### src/core/cpb_pkg.sv
// Overview of operation
// - Every stage takes exactly one pipeline cycle.
// - A new instruction enters fetch in step with the pipeline clock.
// - When a stage empties, the next instruction advances into it.
// - A data miss holds every stage, from fetch through writeback.
// - Scalar variant uses five stages wide, six stages compact.
// - Stage order fetch to writeback; translate exists only in compact mode.
// - Superscalar variant carries two instructions per stage, two per cycle.
// - Superscalar adds data read stage: six stages wide, seven compact.
// - Two-phase variant has five stages, each split into two phases.
// - Taken branches and all jumps create branch delay, except in two-phase compact mode.
// - The instruction right after a jump or branch is the delay slot.
// - Scalar variant resolves the target in execute for fetch.
// - Scalar delay is two cycles wide, three cycles compact.
// - Slot executes in wide mode unless likely; compact mode drops it.
// - Superscalar resolves the target in register read for fetch.
// - Superscalar slot choice depends on branch address versus its partner.
// - Superscalar wide mode: two delay cycles, slot runs unless likely.
// - Superscalar compact mode: three delay cycles, slot dropped.
// - Two-phase variant resolves the target in register read.
// - Two-phase wide mode: one delay cycle, slot runs unless likely.
// - Two-phase compact mode: no delay cycle, slot dropped.
package cpb_pkg;

    typedef enum logic [2:0] {
        CPB_SCALAR = 3'h1,
        CPB_SUPER  = 3'h2,
        CPB_TWOPH  = 3'h4
    } cpb_variant_t;

    localparam int CPB_WORD_W = 32;
    localparam int CPB_STAGES = 7;

    localparam int CPB_FETCH_STAGE             = 0;
    localparam int CPB_TRANSLATE_STAGE         = 1;
    localparam int CPB_REGISTER_READ_STAGE     = 2;
    localparam int CPB_EXECUTE_STAGE           = 3;
    localparam int CPB_DATA_CACHE_FETCH_STAGE  = 4;
    localparam int CPB_DATA_READ_STAGE         = 5;
    localparam int CPB_WRITEBACK_STAGE         = 6;

    localparam logic [1:0] CPB_DLY_SCALAR_WIDE    = 2'h2;
    localparam logic [1:0] CPB_DLY_SCALAR_COMPACT = 2'h3;
    localparam logic [1:0] CPB_DLY_SUPER_WIDE     = 2'h2;
    localparam logic [1:0] CPB_DLY_SUPER_COMPACT  = 2'h3;
    localparam logic [1:0] CPB_DLY_TWOPH_WIDE     = 2'h1;
    localparam logic [1:0] CPB_DLY_TWOPH_COMPACT  = 2'h0;

    function automatic logic stage_present(cpb_variant_t v,
                                           logic compact, int s);
        if (s == CPB_TRANSLATE_STAGE)
            return compact && (v != CPB_TWOPH);
        if (s == CPB_DATA_READ_STAGE)
            return v == CPB_SUPER;
        return 1'h1;
    endfunction : stage_present

    // Nearest present stage behind s in program flow
    function automatic int prev_stage(cpb_variant_t v,
                                      logic compact, int s);
        if (s == CPB_REGISTER_READ_STAGE &&
            !stage_present(v, compact, CPB_TRANSLATE_STAGE))
            return CPB_FETCH_STAGE;
        if (s == CPB_WRITEBACK_STAGE && v != CPB_SUPER)
            return CPB_DATA_CACHE_FETCH_STAGE;
        return s - 1;
    endfunction : prev_stage

    function automatic int resolve_stage(cpb_variant_t v);
        return (v == CPB_SCALAR) ? CPB_EXECUTE_STAGE
                                 : CPB_REGISTER_READ_STAGE;
    endfunction : resolve_stage

    function automatic logic [1:0] branch_delay(cpb_variant_t v,
                                                logic compact);
        unique case (v)
            CPB_SCALAR: return compact ? CPB_DLY_SCALAR_COMPACT
                                       : CPB_DLY_SCALAR_WIDE;
            CPB_SUPER:  return compact ? CPB_DLY_SUPER_COMPACT
                                       : CPB_DLY_SUPER_WIDE;
            CPB_TWOPH:  return compact ? CPB_DLY_TWOPH_COMPACT
                                       : CPB_DLY_TWOPH_WIDE;
            default:    return 2'h0;
        endcase
    endfunction : branch_delay

endpackage : cpb_pkg

### src/core/cpb_delay_ctl.sv
`timescale 1ns/1ns
`default_nettype none
module cpb_delay_ctl (
    input  wire logic       clock,
    input  wire logic       rst_n,
    input  wire logic       clk_en,
    input  wire logic       step,
    input  wire logic       start,
    input  wire logic [1:0] cycles,
    output logic            hold
);

    typedef enum logic [1:0] {
        CPB_IDLE = 2'h1,
        CPB_HOLD = 2'h2
    } cpb_dstate_t;

    cpb_dstate_t state;
    logic [1:0]  count;

    always_ff @(posedge clock) begin
        if (!rst_n) begin
            state <= CPB_IDLE;
            count <= 2'h0;
        end else if (clk_en) begin
            unique case (state)
                CPB_IDLE: begin
                    if (start && cycles != 2'h0) begin
                        state <= CPB_HOLD;
                        count <= cycles;
                    end
                end
                CPB_HOLD: begin
                    // Counts pipeline cycles, not clocks, so it stretches
                    // with phases and stalls
                    if (step) begin
                        count <= count - 2'h1;
                        if (count == 2'h1)
                            state <= CPB_IDLE;
                    end
                end
                default: begin
                    state <= CPB_IDLE;
                    count <= 2'h0;
                end
            endcase
        end
    end

    assign hold = (state == CPB_HOLD);

endmodule : cpb_delay_ctl
`default_nettype wire

### src/core/cpb_pipe.sv
`timescale 1ns/1ns
`default_nettype none
module cpb_pipe #(
    parameter cpb_pkg::cpb_variant_t VARIANT = cpb_pkg::CPB_SCALAR
) (
    input  wire logic        clock,
    input  wire logic        rst_n,
    input  wire logic        clk_en,
    input  wire logic        compact_mode,
    input  wire logic [1:0]  fetch_valid,
    input  wire logic [31:0] fetch_pc0,
    input  wire logic [31:0] fetch_pc1,
    input  wire logic [31:0] fetch_instr0,
    input  wire logic [31:0] fetch_instr1,
    input  wire logic [1:0]  fetch_is_jump,
    input  wire logic [1:0]  fetch_is_branch,
    input  wire logic [1:0]  fetch_is_likely,
    input  wire logic [1:0]  branch_taken,
    input  wire logic [31:0] target_pc0,
    input  wire logic [31:0] target_pc1,
    input  wire logic        data_wait,
    output logic             fetch_ready,
    output logic             redirect_valid,
    output logic [31:0]      redirect_pc,
    output logic             slot_dropped,
    output logic             phase_second,
    output logic             pipe_stall,
    output logic [6:0]       stage_valid0,
    output logic [6:0]       stage_valid1,
    output logic [1:0]       retire_valid,
    output logic [31:0]      retire_pc0,
    output logic [31:0]      retire_pc1,
    output logic [31:0]      retire_instr0,
    output logic [31:0]      retire_instr1
);

    localparam int NS  = cpb_pkg::CPB_STAGES;
    localparam int W   = cpb_pkg::CPB_WORD_W;
    localparam int LN  = (VARIANT == cpb_pkg::CPB_SUPER) ? 2 : 1;
    localparam int RES = cpb_pkg::resolve_stage(VARIANT);
    localparam int DCF = cpb_pkg::CPB_DATA_CACHE_FETCH_STAGE;
    localparam int TRS = cpb_pkg::CPB_TRANSLATE_STAGE;
    localparam int WBS = cpb_pkg::CPB_WRITEBACK_STAGE;
    localparam int DRS = cpb_pkg::CPB_DATA_READ_STAGE;

    logic         vld   [2][NS];
    logic [W-1:0] pc    [2][NS];
    logic [W-1:0] ins   [2][NS];
    logic         jmp   [2][NS];
    logic         brn   [2][NS];
    logic         lkl   [2][NS];
    logic         kill  [2][NS];

    logic         adv;
    logic         hold;
    logic [1:0]   hit;
    logic         redir_cond;
    logic         redir_now;
    logic         sel;
    logic         lo_res;
    logic         lo_prev;
    logic         br_high;
    logic         keep;
    int           rp;
    logic [1:0]   dly;
    logic [W-1:0] next_target;

    // Two-phase variant: a pipeline cycle is two clocks
    always_ff @(posedge clock) begin
        if (!rst_n)
            phase_second <= 1'h0;
        else if (clk_en)
            phase_second <= (VARIANT == cpb_pkg::CPB_TWOPH) ?
                            !phase_second : 1'h0;
    end

    // A miss only matters when a real instruction waits on it
    assign pipe_stall = data_wait && (vld[0][DCF] || vld[1][DCF]);

    assign adv = clk_en && !pipe_stall &&
                 (VARIANT != cpb_pkg::CPB_TWOPH || phase_second);

    assign dly = cpb_pkg::branch_delay(VARIANT, compact_mode);

    // Branch resolution at the variant's resolve stage
    always_comb begin
        for (int l = 0; l < 2; l++)
            hit[l] = (l < LN) && vld[l][RES] &&
                     (jmp[l][RES] ||
                      (brn[l][RES] && branch_taken[l]));
        lo_res = (LN == 2) && vld[1][RES] &&
                 (!vld[0][RES] || pc[1][RES] < pc[0][RES]);
        sel = hit[lo_res] ? lo_res : !lo_res;
        // Lower-address branch: partner at same stage is the slot
        br_high = !((LN == 2) && vld[!sel][RES] &&
                    sel == lo_res);
        rp = cpb_pkg::prev_stage(VARIANT, compact_mode, RES);
        lo_prev = (LN == 2) && vld[1][rp] &&
                  (!vld[0][rp] || pc[1][rp] < pc[0][rp]);
        keep = !compact_mode && !lkl[sel][RES];
        next_target = sel ? target_pc1 : target_pc0;
    end

    assign redir_cond = |hit;
    assign redir_now  = redir_cond && adv;

    // Younger work behind the branch is squashed except a kept slot
    always_comb begin
        for (int l = 0; l < 2; l++)
            for (int s = 0; s < NS; s++)
                kill[l][s] = 1'h0;
        if (redir_now) begin
            for (int l = 0; l < 2; l++)
                for (int s = 0; s < RES; s++)
                    kill[l][s] = 1'h1;
            if (br_high)
                kill[lo_prev][rp] = !keep;
            else
                kill[!sel][RES] = !keep;
        end
    end

    // The current fetch is refused while redirecting or in delay
    assign fetch_ready = adv && !hold && !redir_cond;

    cpb_delay_ctl u_delay (
        .clock  (clock),
        .rst_n  (rst_n),
        .clk_en (clk_en),
        .step   (adv),
        .start  (redir_now),
        .cycles (dly),
        .hold   (hold)
    );

    // Valid bits: one stage per pipeline cycle, absent stages stay empty
    always_ff @(posedge clock) begin
        if (!rst_n) begin
            for (int l = 0; l < 2; l++)
                for (int s = 0; s < NS; s++)
                    vld[l][s] <= 1'h0;
        end else if (adv) begin
            for (int l = 0; l < 2; l++) begin
                vld[l][0] <= (l < LN) && fetch_ready &&
                             fetch_valid[l];
                for (int s = 1; s < NS; s++) begin
                    if ((l < LN) && cpb_pkg::stage_present(
                            VARIANT, compact_mode, s))
                        vld[l][s] <=
                            vld[l][cpb_pkg::prev_stage(
                                VARIANT, compact_mode, s)] &&
                            !kill[l][cpb_pkg::prev_stage(
                                VARIANT, compact_mode, s)];
                    else
                        vld[l][s] <= 1'h0;
                end
            end
        end
    end

    // Payload needs no reset; valid bits qualify it
    always_ff @(posedge clock) begin
        if (adv) begin
            pc[0][0]  <= fetch_pc0;
            pc[1][0]  <= fetch_pc1;
            ins[0][0] <= fetch_instr0;
            ins[1][0] <= fetch_instr1;
            for (int l = 0; l < 2; l++) begin
                jmp[l][0] <= fetch_is_jump[l];
                brn[l][0] <= fetch_is_branch[l];
                lkl[l][0] <= fetch_is_likely[l];
                for (int s = 1; s < NS; s++) begin
                    pc[l][s]  <= pc[l][cpb_pkg::prev_stage(
                                     VARIANT, compact_mode, s)];
                    ins[l][s] <= ins[l][cpb_pkg::prev_stage(
                                     VARIANT, compact_mode, s)];
                    jmp[l][s] <= jmp[l][cpb_pkg::prev_stage(
                                     VARIANT, compact_mode, s)];
                    brn[l][s] <= brn[l][cpb_pkg::prev_stage(
                                     VARIANT, compact_mode, s)];
                    lkl[l][s] <= lkl[l][cpb_pkg::prev_stage(
                                     VARIANT, compact_mode, s)];
                end
            end
        end
    end

    // Redirect towards fetch, one clock after resolution
    always_ff @(posedge clock) begin
        if (!rst_n) begin
            redirect_valid <= 1'h0;
            redirect_pc    <= 32'h0000_0000;
            slot_dropped   <= 1'h0;
        end else if (clk_en) begin
            redirect_valid <= redir_now;
            slot_dropped   <= redir_now && !keep;
            if (redir_now)
                redirect_pc <= next_target;
        end
    end

    always_comb begin
        for (int s = 0; s < NS; s++) begin
            stage_valid0[s] = vld[0][s];
            stage_valid1[s] = vld[1][s];
        end
    end

    assign retire_valid  = {vld[1][WBS], vld[0][WBS]};
    assign retire_pc0    = pc[0][WBS];
    assign retire_pc1    = pc[1][WBS];
    assign retire_instr0 = ins[0][WBS];
    assign retire_instr1 = ins[1][WBS];

    // Delay actually served, in pipeline cycles, against the policy
    logic [2:0]   hold_len;
    logic [1:0]   dly_taken;

    always_ff @(posedge clock) begin
        if (!rst_n) begin
            hold_len  <= 3'h0;
            dly_taken <= 2'h0;
        end else if (clk_en) begin
            if (redir_now) begin
                hold_len  <= 3'h0;
                dly_taken <= dly;
            end else if (hold && adv) begin
                hold_len <= hold_len + 3'h1;
            end
        end
    end
endmodule : cpb_pipe
`default_nettype wire

### config.mk
export PLATFORM = sky130hd
export DESIGN_NAME = cpb_pipe
export DESIGN_NICKNAME = d
export VERILOG_FILES = /design/src/core/cpb_pkg.sv /design/src/core/cpb_delay_ctl.sv /design/src/core/cpb_pipe.sv
export SDC_FILE = /design/constraint.sdc
export NUM_CORES = 1
export LEC_CHECK = 0
export ABC_AREA = 0
export BUFFER_PORTS_ARGS = -buffer_cell sky130_fd_sc_hd__buf_4
export CORE_ASPECT_RATIO = 0.8
export CORE_MARGIN = 2
export CORE_UTILIZATION = 51
export DETAILED_ROUTE_END_ITERATION = 7
export PLACE_DENSITY = 0.77
export SKIP_CTS_REPAIR_TIMING = 1
export SLEW_MARGIN = 5
export SYNTH_ARGS = -nofsm -noshare
export SYNTH_HDL_FRONTEND = slang
export SYNTH_SLANG_ARGS = --single-unit
### constraint.sdc
create_clock -name clock -period 6.6 [get_ports clock]
set_input_delay 0.33 -clock clock [delete_from_list [all_inputs] [get_ports clock]]
set_output_delay 0.33 -clock clock [all_outputs]
set_load 0.01 [all_outputs]
==> results.toml <==
[die]
num_io_pins = 388
start_util_pct = 51.7
die_w_um = 265
die_area_um2 = 56500
num_rows = 76
die_h_um = 213
core_um2 = 53900

[job]
max_cap_violations = 0

[critical_path]
regToRegSetupSlack_ns = 3.60
start_kind = "flop"
crit_type = "flop to flop"
worstPathMaxFanout = 319
ff2ff_path_depth = 4
cp-end-kind = "flop"
required_ns = 6.81
critPathCapture = "pc[1][202]$_DFFE_PN_"
crit_arrival_ns = 3.22
crit_start = "vld[0][2]$_SDFFCE_PN0P_"
r2r_end = "pc[1][202]$_DFFE_PN_"
r2r_start = "vld[0][2]$_SDFFCE_PN0P_"

[synthesis]
ys_ff_latch = 825
synth_edf_count = 787
ys_seq_area_share_pct = 87.6
mappedNetlistArea_um2 = 27900
synth_top_area_cell = "edfxtp_1"
synth.distinct_cells = 34
syn_inst = 1264
yosys-top-cells-area = "edfxtp_1 85%, mux2_2 5.3%, buf_4 3.7%, dfxtp_1 2.7%, nand2_1 0.92%"
synthArstFlopShare_pct = 0
synth_top_area_share_pct = 84.8
syn_area_per_cell_um2 = 22.0
yosys_most_used_dff = "edfxtp_1"
yosysWarnings = 0

[detailed_routing]
dr.pass1.iters = 7
wirelength_um = 45100
num_vias = 11900
drcViolationCount = 0
drt_iter0_drc = 926
avgRoutedWirePerCell_um = 18.3
drtAntennaViolNets = 0
viasPerCell = 4.84

[layout]
syn_to_final_growth_pct = 23.3
num-nets-final = 1908
drive_above_1_share_pct = 33.8
most-common-layout-cells = "787 x edfxtp_1, 347 x buf_4, 162 x dlygate4sd3_1, 131 x mux2_2, 77 x clkbuf_16"
final_core_util_pct = 63.7
final_common_cell = "edfxtp_1"

[pwr]
vdd_drop_max_v = 0.000235
leakage_nw = 12.3
power.density_nw_per_um2 = 325

[global_routing]
grt_pass1_vias = 11200
antenna_found_initial = 3
grt_overflow = 0
grt_pass1_wl_um = 61900
grt_max_degree = 320
grt_usage_pct = 14.3

[timing]
worst_pin_slew_ns = 1.09
fin_skew_ns = 0.0240
fin_setup_tns_ns = 0
whs_ns = 0.0521
rsz0062_at_grt = "no"
fmax_mhz = 333
hold_violations = 0
slew_violations = 0
slew-limit-headroom_pct = 27.0
setup_viol = 0
fin_crit_sh_pct = 45.5
post-route-min-period_ns = 3.00

[clocking]
cts.htree.levels = 3
clockBufferDepth = 3
clkTransAtPathRegs_ns = 0.06
clock_latency_ns = 0.61
cts_inserted_buffers = 76
cts-root-buf = "clkbuf_16"
cts_tree = "done"
cts.sinks = 825

[outcome]
status = "completed"

[min_path]
hp-class = "input port to flop"

[placed_design]
dp_hpwl_um = 24400
portBuffers = 341
gp_congestion = 0.754
cell families (layout without fill, tap and decap cells):
| kind of cell | Yosys count | in the layout | share of synthesized area [%] |
|---|---|---|---|
| buf+inv | 169 | 654 | 4.33 |
| fa+ha+maj | 3 | 3 | 0.135 |
| other cells | 1 | 11 | 0.0135 |
| flops | 825 | 825 | 87.6 |
| compound gates | 43 | 43 | 1.17 |
| simple gates | 91 | 91 | 1.46 |
| mux | 132 | 132 | 5.33 |
registers in the layout, indices dropped and copies added, names as in the netlist:
register and flops:
jmp 4, u_delay.state 2, ins 384, redirect_valid 1, brn 4, u_delay.count 2, slot_dropped 1, lkl 4
redirect_pc 32, vld 7, pc 384
how the worst min path moves through the flow:
stage                                startpoint                      endpoint  slack, ns  cells past startpoint
after CTS                      fetch_instr1[15]         ins[1][207]$_DFFE_PN_      -0.16                      1
after global placement    ins[1][133]$_DFFE_PN_         ins[1][101]$_DFFE_PN_       0.40                      0
after detailed placement  ins[0][139]$_DFFE_PN_         ins[0][107]$_DFFE_PN_       0.40                      0
after floorplan             brn[0][4]$_DFFE_PN_           brn[0][3]$_DFFE_PN_       0.40                      0
final                            fetch_valid[0]           vld[0][6]$_DFFE_PP_       0.05                      2
after global routing             target_pc0[31]  redirect_pc[31]$_SDFFE_PN0P_       0.02                      3
synth_stat cells, types with 2 or more instances:
cell type / count
inv_1: 4
mux2_2: 131
nand2b_1: 4
and2_1: 2
buf_2: 18
edfxtp_1: 787
a21boi_1: 31
clkbuf_1: 4
buf_4: 138
ha_1: 3
and3_1: 5
buf_6: 4
or3_1: 2
nand3_1: 3
dfxtp_1: 38
a21boi_0: 5
nand2_1: 68
layer usage:
| layer | wire, um | vias up | GRT usage [%] |
|---|---|---|---|
| li1 | - | 5566 | - |
| met1 | 18200 | 5916 | 17.8 |
| met2 | 23000 | 333 | 23.2 |
| met3 | 2650 | 100 | 4.87 |
| met4 | 1330 | 4 | 6.29 |
| met5 | 27 | - | 0 |
worst max-delay path: stages, from the launching register on:
cell and delay, ns:
edfxtp_1 0.45, and2_4 0.18, nand2b_4 0.20, clkinv_16 0.55, buf_12 0.79
cell type report:
cell class / instances / area, um2
Tap cell: 702 / 878
Inverter: 5 / 45.0
Multi-Input combinational cell: 279 / 2290
Antenna cell: 1 / 2.50
Sequential cell: 825 / 24400
Timing Repair Buffer: 511 / 4260
Fill cell: 3418 / 19600
Clock inverter: 47 / 485
Clock buffer: 91 / 1990
stage by stage:
| step | instance area [um2] | instances | worst slack [ns] | power (W) |
|---|---|---|---|---|
| after floorplan | 27900 | 1273 | 0.990 | 0.00666 |
| after global placement | 30200 | 2160 | 3.70 | 0.00680 |
| after detailed placement | 30200 | 2160 | 3.67 | 0.00684 |
| after CTS | 32700 | 2298 | 3.65 | 0.0112 |
| after global routing | 34300 | 2461 | 3.45 | 0.0115 |
| final | 34300 | 2461 | 3.60 | 0.0111 |
power by group:
part / leakage (nW) / internal (W) / switching [W]
clock: 1.20 / 0.00246 / 0.00188
combinational: 3.20 / 0.000272 / 0.000279
sequential: 7.94 / 0.00616 / 0.000105
Power figures use the tool's default switching activity.
